<file path="src/logic/bridge_pkg.sv">
package bridge_pkg;
   // ==============================
   // sequencer shape
   localparam int SEQ_W = 5;
   // ==============================
   // timing
   localparam int CORE_PERIOD_NS = 20;
   localparam int TIMEBASE_PERIOD_NS = 100;
   localparam int TIMEBASE_CORE_CYCLES = TIMEBASE_PERIOD_NS / CORE_PERIOD_NS;
   localparam int GAP_NS = 200;
   localparam int GAP_TICKS = GAP_NS / TIMEBASE_PERIOD_NS;
   localparam int MAX_BYTE_TICKS = 8;
   localparam int REF_BYTE_TICKS = 6;
   localparam int SYNC_TICKS = 4;
   // ==============================
   // register map
   localparam int APB_AW = 8;
   localparam logic [APB_AW-1:0] CTRL_OFS = 8'h00;
   localparam logic [APB_AW-1:0] STATUS_OFS = 8'h04;
   localparam logic [APB_AW-1:0] COUNT_OFS = 8'h08;
   localparam int CTRL_EN_BIT = 0;
   localparam logic CTRL_EN_RESET = 1'b1;
   localparam int STAT_SEQ_LSB = 0;
   localparam int STAT_ACK_BIT = 5;
   localparam int STAT_CLAIM_BIT = 6;
   localparam int STAT_EN_BIT = 7;
   localparam int COUNT_W = 16;
   localparam logic [COUNT_W-1:0] COUNT_RESET = 16'h0000;
endpackage

</file>
<file path="src/logic/seq_if.sv">
`timescale 1ns/1ps
interface seq_if import bridge_pkg::*; ();
   logic tick;
   logic run;
   logic granted;
   logic [SEQ_W-1:0] bits;
   logic ack;
   logic ack_n;
   modport seq_side(input tick, input run, input granted,
      output bits, output ack, output ack_n);
   modport user_side(output tick, output run, output granted,
      input bits, input ack, input ack_n);
endinterface

</file>
<file path="src/logic/gray_sequencer.sv">
`timescale 1ns/1ps
module gray_sequencer import bridge_pkg::*; (
   input wire logic i_clk,
   input wire logic i_rst_n,
   seq_if.seq_side sq
);
   logic [SEQ_W-1:0] bits_q;
   logic [SEQ_W-1:0] bits_d;
   logic ack_q;
   logic ack_n_q;
   logic en;

   // ==============================
   // next state of the gray count
   assign en = sq.run & sq.granted;
   always_comb begin
      bits_d[0] = ~bits_q[0];
      bits_d[1] = bits_q[1] ^ ~bits_q[0];
      bits_d[2] = bits_q[2] ^ (bits_q[0] & bits_q[1]);
      bits_d[3] = bits_q[3] ^ (bits_q[0] & ~bits_q[1] & bits_q[2]);
      bits_d[4] = bits_q[4] ^ (bits_q[0] & ~bits_q[1] & ~bits_q[2]);
   end

   // ==============================
   // state register, stepped on timebase edges only
   always_ff @(posedge i_clk or negedge i_rst_n) begin
      if (!i_rst_n) begin
         bits_q <= '0;
      end else if (sq.tick) begin
         bits_q <= en ? bits_d : '0;
      end
   end

   // ==============================
   // grant acknowledge, both polarities
   always_ff @(posedge i_clk or negedge i_rst_n) begin
      if (!i_rst_n) begin
         ack_q <= 1'b0;
         ack_n_q <= 1'b1;
      end else if (sq.tick) begin
         ack_q <= sq.granted;
         ack_n_q <= ~sq.granted;
      end
   end

   assign sq.bits = bits_q;
   assign sq.ack = ack_q;
   assign sq.ack_n = ack_n_q;
endmodule

</file>
<file path="src/logic/lan_dma_to_byte_bus_bridge.sv">
// The implementer's own choices: the register offsets and the APB slave port.
`timescale 1ns/1ps
module lan_dma_to_byte_bus_bridge import bridge_pkg::*; (
   input wire logic I_CORE_CLK,
   input wire logic I_RESET_N,
   input wire logic I_PSEL,
   input wire logic I_PENABLE,
   input wire logic I_PWRITE,
   input wire logic [APB_AW-1:0] I_PADDR,
   input wire logic [31:0] I_PWDATA,
   output logic [31:0] O_PRDATA,
   output logic O_PREADY,
   output logic O_PSLVERR,
   input wire logic I_CTRL_TIMEBASE,
   input wire logic I_CTRL_HOLD_REQ,
   input wire logic I_DMA_DATA_STROBE,
   output logic O_DMA_DATA_STROBE,
   output logic O_DMA_DATA_STROBE_OE,
   input wire logic I_CTRL_READ,
   output logic O_CTRL_READ,
   output logic O_CTRL_READ_OE,
   input wire logic I_CTRL_READY,
   output logic O_CTRL_READY,
   output logic O_CTRL_READY_OE,
   input wire logic I_CTRL_BYTE_MODE,
   input wire logic I_CTRL_ALE,
   input wire logic I_CTRL_A0,
   input wire logic [7:0] I_CTRL_DATA_LO,
   output logic [7:0] O_CTRL_DATA_LO,
   output logic O_CTRL_DATA_LO_OE,
   input wire logic I_CPU_BUS_GRANTED,
   output logic O_CPU_BUS_CLAIM,
   output logic O_GRANT_ACK_SYNC_LOW,
   output logic O_GRANT_ACK_SYNC_HIGH,
   output logic [SEQ_W-1:0] O_SEQUENCER_BITS,
   input wire logic I_MEMORY_CYCLE_STROBE,
   output logic O_MEMORY_CYCLE_STROBE,
   output logic O_MEMORY_CYCLE_STROBE_OE,
   input wire logic I_IO_CYCLE_STROBE,
   input wire logic I_OPCODE_FETCH_CYCLE,
   input wire logic I_CPU_READ,
   output logic O_CPU_READ,
   output logic O_CPU_READ_OE,
   input wire logic I_CPU_WRITE,
   output logic O_CPU_WRITE,
   output logic O_CPU_WRITE_OE,
   input wire logic [8:0] I_CPU_ADDR,
   input wire logic [7:0] I_CPU_DATA,
   output logic [7:0] O_CPU_DATA,
   output logic O_CPU_DATA_OE,
   input wire logic [7:0] I_MEM_DATA,
   output logic O_CPU_WAIT_RELEASE,
   output logic O_BUS_BYTE_SELECT_OUT,
   output logic O_BUS_BYTE_SELECT_OUT_OE,
   output logic O_LAN_CTRL_SELECT,
   output logic O_LOW_PORT_READ_STROBE,
   output logic O_LOW_PORT_WRITE_STROBE,
   output logic O_LOW_PORT_OUTPUT_ENABLE,
   output logic O_DMA_LOW_BYTE_WRITE_GATE,
   output logic O_DMA_LOW_BYTE_READ_GATE,
   output logic O_DMA_HIGH_BYTE_WRITE_GATE,
   output logic O_DMA_HIGH_BYTE_READ_GATE,
   output logic O_LOW_BYTE_CAPTURE_GATE
);
   seq_if sq();
   logic tb_q;
   logic dma;
   logic [SEQ_W-1:0] b;
   logic gap, io_hit, cs_d, ready_d, a0b_d, memory_cycle_strobe_d, rd_d, wr_d, cap_d;
   logic lprd_d, lpwr_d, lpoe_d, dma_low_byte_write_gate_d, wrhi_d;
   logic ctrl_en_q;
   logic strobe_q;
   logic [COUNT_W-1:0] count_q;
   logic [7:0] hold_q;
   logic [7:0] cap_q;
   logic setup;
   logic hit;
   logic [31:0] rdata_d;

   // ==============================
   // timebase edge and sequencer
   // timebase is treated as a plain input; the core clock must be at least
   // twice as fast, which the fixed 5:1 ratio gives
   always_ff @(posedge I_CORE_CLK or negedge I_RESET_N) begin
      if (!I_RESET_N) begin
         tb_q <= 1'b0;
      end else begin
         tb_q <= I_CTRL_TIMEBASE;
      end
   end

   assign sq.tick = I_CTRL_TIMEBASE & ~tb_q;
   assign sq.run = I_DMA_DATA_STROBE;
   assign sq.granted = I_CPU_BUS_GRANTED;

   gray_sequencer u_seq (
      .i_clk(I_CORE_CLK),
      .i_rst_n(I_RESET_N),
      .sq(sq)
   );

   assign dma = sq.ack;
   assign b = sq.bits;
   assign O_GRANT_ACK_SYNC_HIGH = sq.ack;
   assign O_GRANT_ACK_SYNC_LOW = sq.ack_n;
   assign O_SEQUENCER_BITS = sq.bits;

   // ==============================
   // strobe and decode terms
   always_comb begin
      gap = b[2] & b[3] & ~b[4];
      io_hit = ~dma & ~I_OPCODE_FETCH_CYCLE & I_IO_CYCLE_STROBE & (&I_CPU_ADDR[8:6]);
      cs_d = io_hit & I_CPU_ADDR[0];
      lprd_d = io_hit & ~I_CPU_ADDR[0] & I_CPU_READ;
      lpwr_d = io_hit & ~I_CPU_ADDR[0] & I_CPU_WRITE;
      lpoe_d = cs_d & I_CPU_WRITE;
      if (I_CTRL_BYTE_MODE) begin
         ready_d = ~I_CTRL_ALE;
      end else begin
         ready_d = I_DMA_DATA_STROBE & ((~b[1] & ~b[2] & b[3]) | (~b[2] & b[3] & ~b[4]) | b[4]);
      end
      a0b_d = I_CTRL_BYTE_MODE ? I_CTRL_A0 : (b[3] | b[4]);
      memory_cycle_strobe_d = I_DMA_DATA_STROBE & ~gap;
      rd_d = I_CTRL_READ & memory_cycle_strobe_d;
      if (I_CTRL_BYTE_MODE) begin
         wr_d = ~I_CTRL_READ & I_DMA_DATA_STROBE & (|b[4:2]);
      end else begin
         wr_d = ~I_CTRL_READ & I_DMA_DATA_STROBE & ((b[2] & ~b[3] & ~b[4])
            | (~b[1] & ~b[2] & b[3]) | (~b[2] & b[3] & b[4]));
      end
      cap_d = dma & ~a0b_d & rd_d;
      // low byte via buffer, high via transceiver
      // on a write only the addressed byte lane opens; a read opens both read gates
      dma_low_byte_write_gate_d = dma & ~a0b_d & wr_d;
      wrhi_d = dma & a0b_d & wr_d;
   end

   // ==============================
   // bus request and wait release
   always_ff @(posedge I_CORE_CLK or negedge I_RESET_N) begin
      if (!I_RESET_N) begin
         O_CPU_BUS_CLAIM <= 1'b0;
         O_CPU_WAIT_RELEASE <= 1'b0;
      end else begin
         // registered claim, keeps metastability off the cpu pin
         O_CPU_BUS_CLAIM <= I_CTRL_HOLD_REQ & ctrl_en_q;
         O_CPU_WAIT_RELEASE <= I_MEMORY_CYCLE_STROBE | (~cs_d & I_IO_CYCLE_STROBE)
            | (cs_d & I_CTRL_READY);
      end
   end

   // ==============================
   // controller-facing strobes
   always_ff @(posedge I_CORE_CLK or negedge I_RESET_N) begin
      if (!I_RESET_N) begin
         O_CTRL_READ <= 1'b0;
         O_CTRL_READ_OE <= 1'b0;
         O_DMA_DATA_STROBE <= 1'b0;
         O_DMA_DATA_STROBE_OE <= 1'b0;
         O_CTRL_READY <= 1'b0;
         O_CTRL_READY_OE <= 1'b0;
      end else begin
         // io mode drives direction and strobe
         O_CTRL_READ <= ~dma & I_CPU_READ;
         O_CTRL_READ_OE <= ~dma;
         O_DMA_DATA_STROBE <= ~dma & (I_CPU_READ | I_CPU_WRITE);
         O_DMA_DATA_STROBE_OE <= ~dma;
         O_CTRL_READY <= dma & ready_d;
         O_CTRL_READY_OE <= dma;
      end
   end

   // ==============================
   // memory strobes toward the byte bus
   always_ff @(posedge I_CORE_CLK or negedge I_RESET_N) begin
      if (!I_RESET_N) begin
         O_MEMORY_CYCLE_STROBE <= 1'b0;
         O_CPU_READ <= 1'b0;
         O_CPU_WRITE <= 1'b0;
         O_BUS_BYTE_SELECT_OUT <= 1'b0;
         O_MEMORY_CYCLE_STROBE_OE <= 1'b0;
         O_CPU_READ_OE <= 1'b0;
         O_CPU_WRITE_OE <= 1'b0;
         O_BUS_BYTE_SELECT_OUT_OE <= 1'b0;
      end else begin
         O_MEMORY_CYCLE_STROBE <= dma & memory_cycle_strobe_d;
         O_CPU_READ <= dma & rd_d;
         O_CPU_WRITE <= dma & wr_d;
         O_BUS_BYTE_SELECT_OUT <= dma & a0b_d;
         O_MEMORY_CYCLE_STROBE_OE <= dma;
         O_CPU_READ_OE <= dma;
         O_CPU_WRITE_OE <= dma;
         O_BUS_BYTE_SELECT_OUT_OE <= dma;
      end
   end

   // ==============================
   // data path control
   always_ff @(posedge I_CORE_CLK or negedge I_RESET_N) begin
      if (!I_RESET_N) begin
         O_LAN_CTRL_SELECT <= 1'b0;
         O_LOW_PORT_READ_STROBE <= 1'b0;
         O_LOW_PORT_WRITE_STROBE <= 1'b0;
         O_LOW_PORT_OUTPUT_ENABLE <= 1'b0;
         O_DMA_LOW_BYTE_WRITE_GATE <= 1'b0;
         O_DMA_LOW_BYTE_READ_GATE <= 1'b0;
         O_DMA_HIGH_BYTE_WRITE_GATE <= 1'b0;
         O_DMA_HIGH_BYTE_READ_GATE <= 1'b0;
         O_LOW_BYTE_CAPTURE_GATE <= 1'b0;
      end else begin
         O_LAN_CTRL_SELECT <= cs_d;
         O_LOW_PORT_READ_STROBE <= lprd_d;
         O_LOW_PORT_WRITE_STROBE <= lpwr_d;
         O_LOW_PORT_OUTPUT_ENABLE <= lpoe_d;
         O_DMA_LOW_BYTE_WRITE_GATE <= dma_low_byte_write_gate_d;
         O_DMA_LOW_BYTE_READ_GATE <= dma & rd_d;
         O_DMA_HIGH_BYTE_WRITE_GATE <= wrhi_d;
         O_DMA_HIGH_BYTE_READ_GATE <= dma & rd_d;
         O_LOW_BYTE_CAPTURE_GATE <= cap_d;
      end
   end

   // ==============================
   // holding register and capture latch
   // the holding register isolates cpu byte pairs from dma traffic between them
   always_ff @(posedge I_CORE_CLK or negedge I_RESET_N) begin
      if (!I_RESET_N) begin
         hold_q <= 8'h00;
         cap_q <= 8'h00;
      end else begin
         // low byte parked first on write
         if (lpwr_d) begin
            hold_q <= I_CPU_DATA;
         end else if (cs_d & I_CPU_READ) begin
            hold_q <= I_CTRL_DATA_LO;
         end
         // first byte of a word read
         if (cap_d) begin
            cap_q <= I_MEM_DATA;
         end
      end
   end

   always_ff @(posedge I_CORE_CLK or negedge I_RESET_N) begin
      if (!I_RESET_N) begin
         O_CTRL_DATA_LO <= 8'h00;
         O_CTRL_DATA_LO_OE <= 1'b0;
         O_CPU_DATA <= 8'h00;
         O_CPU_DATA_OE <= 1'b0;
      end else begin
         // held byte beside the high byte
         O_CTRL_DATA_LO <= lpoe_d ? hold_q : cap_q;
         // both bytes together on second read
         O_CTRL_DATA_LO_OE <= lpoe_d | (dma & rd_d & a0b_d & ~I_CTRL_BYTE_MODE);
         O_CPU_DATA <= hold_q;
         O_CPU_DATA_OE <= lprd_d;
      end
   end

   // ==============================
   // transfer counter
   always_ff @(posedge I_CORE_CLK or negedge I_RESET_N) begin
      if (!I_RESET_N) begin
         strobe_q <= 1'b0;
         count_q <= COUNT_RESET;
      end else begin
         strobe_q <= I_DMA_DATA_STROBE & dma;
         if (strobe_q & ~(I_DMA_DATA_STROBE & dma)) begin
            count_q <= count_q + 16'h0001;
         end
      end
   end

   // ==============================
   // apb slave, one wait-free access phase
   assign setup = I_PSEL & ~I_PENABLE;
   always_comb begin
      hit = 1'b1;
      rdata_d = 32'h0000_0000;
      unique case (I_PADDR)
         CTRL_OFS: rdata_d[CTRL_EN_BIT] = ctrl_en_q;
         STATUS_OFS: begin
            rdata_d[STAT_SEQ_LSB +: SEQ_W] = b;
            rdata_d[STAT_ACK_BIT] = dma;
            rdata_d[STAT_CLAIM_BIT] = O_CPU_BUS_CLAIM;
            rdata_d[STAT_EN_BIT] = ctrl_en_q;
         end
         COUNT_OFS: rdata_d[COUNT_W-1:0] = count_q;
         default: hit = 1'b0;
      endcase
   end

   always_ff @(posedge I_CORE_CLK or negedge I_RESET_N) begin
      if (!I_RESET_N) begin
         O_PREADY <= 1'b0;
         O_PRDATA <= 32'h0000_0000;
         O_PSLVERR <= 1'b0;
      end else begin
         O_PREADY <= setup;
         O_PSLVERR <= setup & ~hit;
         if (setup) begin
            O_PRDATA <= I_PWRITE ? 32'h0000_0000 : rdata_d;
         end
      end
   end

   always_ff @(posedge I_CORE_CLK or negedge I_RESET_N) begin
      if (!I_RESET_N) begin
         ctrl_en_q <= CTRL_EN_RESET;
      end else if (I_PSEL & I_PENABLE & O_PREADY & I_PWRITE & (I_PADDR == CTRL_OFS)) begin
         ctrl_en_q <= I_PWDATA[CTRL_EN_BIT];
      end
   end

   logic [4:0] word_ticks_q;
   always_ff @(posedge I_CORE_CLK or negedge I_RESET_N) begin
      if (!I_RESET_N) begin
         word_ticks_q <= 5'h00;
      end else if (!I_DMA_DATA_STROBE || !dma || I_CTRL_BYTE_MODE || O_CTRL_READY) begin
         word_ticks_q <= 5'h00;
      end else if (sq.tick && word_ticks_q != 5'h1F) begin
         word_ticks_q <= word_ticks_q + 5'h01;
      end
   end
endmodule

</file>
<file path="config.mk">
export PLATFORM = sky130hd
export DESIGN_NAME = lan_dma_to_byte_bus_bridge
export DESIGN_NICKNAME = d
export VERILOG_FILES = /design/src/logic/bridge_pkg.sv /design/src/logic/seq_if.sv /design/src/logic/gray_sequencer.sv /design/src/logic/lan_dma_to_byte_bus_bridge.sv
export SDC_FILE = /design/constraint.sdc
export NUM_CORES = 1
export LEC_CHECK = 0
export BUFFER_PORTS_ARGS = -buffer_cell sky130_fd_sc_hd__buf_2
export CAP_MARGIN = 20
export CORE_MARGIN = 10
export CORE_UTILIZATION = 30
export CTS_CLUSTER_DIAMETER = 40
export DETAILED_ROUTE_END_ITERATION = 6
export SETUP_SLACK_MARGIN = 0.1
export SYNTH_ARGS = -nofsm -noshare
export SYNTH_HDL_FRONTEND = slang
export SYNTH_SLANG_ARGS = --single-unit
export TNS_END_PERCENT = 100
</file>
<file path="constraint.sdc">
create_clock -name I_CORE_CLK -period 1.72 [get_ports I_CORE_CLK]
set_clock_uncertainty 0.05 [all_clocks]
set_input_delay 0.258 -clock I_CORE_CLK [delete_from_list [all_inputs] [get_ports I_CORE_CLK]]
set_output_delay 0.258 -clock I_CORE_CLK [all_outputs]
set_load 0.01 [all_outputs]
</file>
==> impl_metrics.tcl <==
set metrics [dict create \
    drtIter0Drc 150 \
    multi_input_area_mm2 0.00156 \
    cellPowerDensity_mw_per_mm2 1050 \
    finalSetupViolCount 0 \
    fill_cells 1288 \
    dp.final_hpwl_mm 7.42 \
    grt_pass1_wl_mm 15.6 \
    vias 2876 \
    p_leak_nw 2.70 \
    max_slew_margin_pct 63.2 \
    cts_max_level 3 \
    clock-sinks 95 \
    path_depth 5 \
    rows 42 \
    nNetsFinal 556 \
    synth_seq_cells 95 \
    cp_top_family "simple AND/OR/NAND/NOR gates" \
    dieArea_mm2 0.0186 \
    synth_area_leader_cell "dfrtp_1" \
    start_util_pct 30.7 \
    place_congestion 0.772 \
    start_kind "flop" \
    io_buffers 123 \
    clkTransAtPathRegs_ns 0.06 \
    syn_avg_cell_area_um2 12.8 \
    synth.area.top_cells "dfrtp_1 (57%), buf_4 (4.8%), mux2_4 (3.0%)" \
    cp_num_buf_inv 1 \
    cts_made_buffers 9 \
    grt_max_degree 96 \
    yosysMostFrequentCell "dfrtp_1" \
    die_w_um 136 \
    insertedDiodeCount 0 \
    cts_tree "yes" \
    wl_per_cell_um 15.9 \
    max_clock_freq_mhz 627 \
    ys_top_cells_by_count "dfrtp_1 (93), buf_4 (26), nor2_1 (17)" \
    ant_nets 0 \
    synth_edf_count 0 \
    die_h_um 136 \
    hold_viol_final 0 \
    vias_per_cell 4.48 \
    whs_path_depth 2 \
    globalRoute.totalOverflow 0 \
    cp_slowest_cell "dfrtp_2" \
    status "finished, final reports clean" \
    core_area_mm2 0.0132 \
    required_ns 1.88 \
    drc 0 \
    tns_ns 0 \
    pre_cts_slack_ns 0.0471 \
    ys.flop_type "dfrtp_1" \
    synthArstFlopShare_pct 100 \
    yosysWarnings 0 \
    worstMarginPinSlew_ns 0.551 \
    regArea_mm2 0.00238 \
    rsz0062_at_grt "true" \
    mappedNetlistArea_mm2 0.00406 \
    power_mw 5.60 \
    antenna_found_initial 0 \
    end_kind "flop" \
    irDropWorstVdd_mv 0.456 \
    clk_path_buf_depth 2 \
    grt_pass1_vias 2994 \
    worst-r2r-cell-count 5 \
    insertion_delay_ns 0.34 \
    fin_crit_sh_pct 92.7 \
    hold_path_class "input port to flop" \
    firstDrtPassIters 4 \
    routed_wl_mm 10.2 \
    cts-root-buf "clkbuf_16" \
    synth_cells 318 \
    yosysTopAreaCellShare_pct 57.3 \
    maxCapViolCount 0 \
    ios 176 \
    worst_slack_ns 0.126 \
    cpPeakStageDelay_ns 0.43 \
    ys_seq_area_share_pct 58.6 \
    crit_fanout 8 \
    setup.worst_path.class "flop to flop" \
    synthDistinctLibCells 49 \
    area_delta_synth_final_pct 31.0 \
    arrival_ns 1.76 \
    crit_chain "nand4bb_4, nor3_2, buf_6, mux2i_1, a21oi_1" \
    layout_min_cycle_time_ns 1.59 \
    holdWs_ns 0.0545 \
    drive_gt1_share_pct 42.5 \
    drv_slew 0 \
    track_usage_pct 10.6 \
]
cells in the final DEF, fill, tap and decap left out, types with 7 or more instances in the layout:
cell type	synthesis	final
a21oi_1	11	10
nand2_1	16	16
inv_1	10	10
buf_4	26	19
mux2i_1	9	8
clkbuf_16	0	9
a22o_1	10	10
a221o_1	7	7
xnor2_1	13	13
nand3_1	8	8
conb_1	1	16
nor2_1	17	17
buf_2	2	122
and2_1	10	10
dfrtp_1	93	91
mux2_4	8	13
o21ai_0	7	7
metal layers:
layer	track usage [%]	share of wire (%)	up-vias
met2	17.3	48	97
met5	0	0	-
met3	3.47	8.2	10
li1	-	-	1363
met1	12.2	42	1406
met4	5.15	1.7	0
power breakdown:
part           total, mW  leakage (nW)  switching, mW  internal [mW]
registers           2.74          1.23          0.189           2.55
logic              0.934          1.33          0.461          0.473
clock network       1.93         0.137          0.806           1.12
total               5.60          2.70           1.46           4.14
metrics by stage:
| step | cell area [um2] | cells | util (%) |
|---|---|---|---|
| 4_1_cts | 5200 | 634 | 39.2 |
| 5_1_grt | 5320 | 642 | 40.2 |
| 2_1_floorplan | 4120 | 333 | - |
| 6_report | 5320 | 642 | 40.2 |
| 3_5_place_dp | 4850 | 613 | 36.6 |
| 3_3_place_gp | 4850 | 613 | 36.6 |
registers in the layout (all words and copies together) (netlist names), 5 cells and up:
| signal | cells |
|---|---|
| O_PRDATA | 16 |
| hold_q | 8 |
| cap_q | 8 |
| O_CTRL_DATA_LO | 8 |
| u_seq.sq.bits | 5 |
| O_CPU_DATA | 8 |
| count_q | 16 |
layout make-up:
cell class,count,share of cell area (%)
inverter,10,0.705
tap,176,4.14
clock inverter,4,0.893
multi-input combinational,198,29.3
timing repair buffer,147,15.7
clock buffer,12,4.44
sequential,95,44.8
path summary, 6_finish.rpt:
kind                                             from            endpoint  slack, ns
worst max-delay path                     u_seq.sq.ack           hold_q[2]       0.13
worst min-delay path            I_MEMORY_CYCLE_STROBE  O_CPU_WAIT_RELEASE       0.05
worst max register to register           u_seq.sq.ack           hold_q[2]       0.13
worst min register to register              hold_q[1]       O_CPU_DATA[1]       0.34
max in group asynchronous                   I_RESET_N        u_seq.sq.ack       0.71
min in group asynchronous                   I_RESET_N  O_CPU_WAIT_RELEASE       0.42
kinds of logic after synthesis:
kind of cell | Yosys count | synth area share, %
simple gates | 87 | 13.3
mux | 29 | 8.50
other cells | 1 | 0.0923
compound gates | 46 | 8.87
fa+ha+maj | 3 | 0.924
buf+inv | 42 | 6.53
flops | 95 | 58.6
xor+xnor | 15 | 3.23
what timing repair did:
item	CTS	global route
resized for setup	3	14
gates cloned	1	1
buffers inserted	2	7
pin swaps	5	11
hold buffers	2	0
endpoints found under the hold margin	94	0
endpoints found under the setup margin	25	30
(Power assumes the default switching activity.)
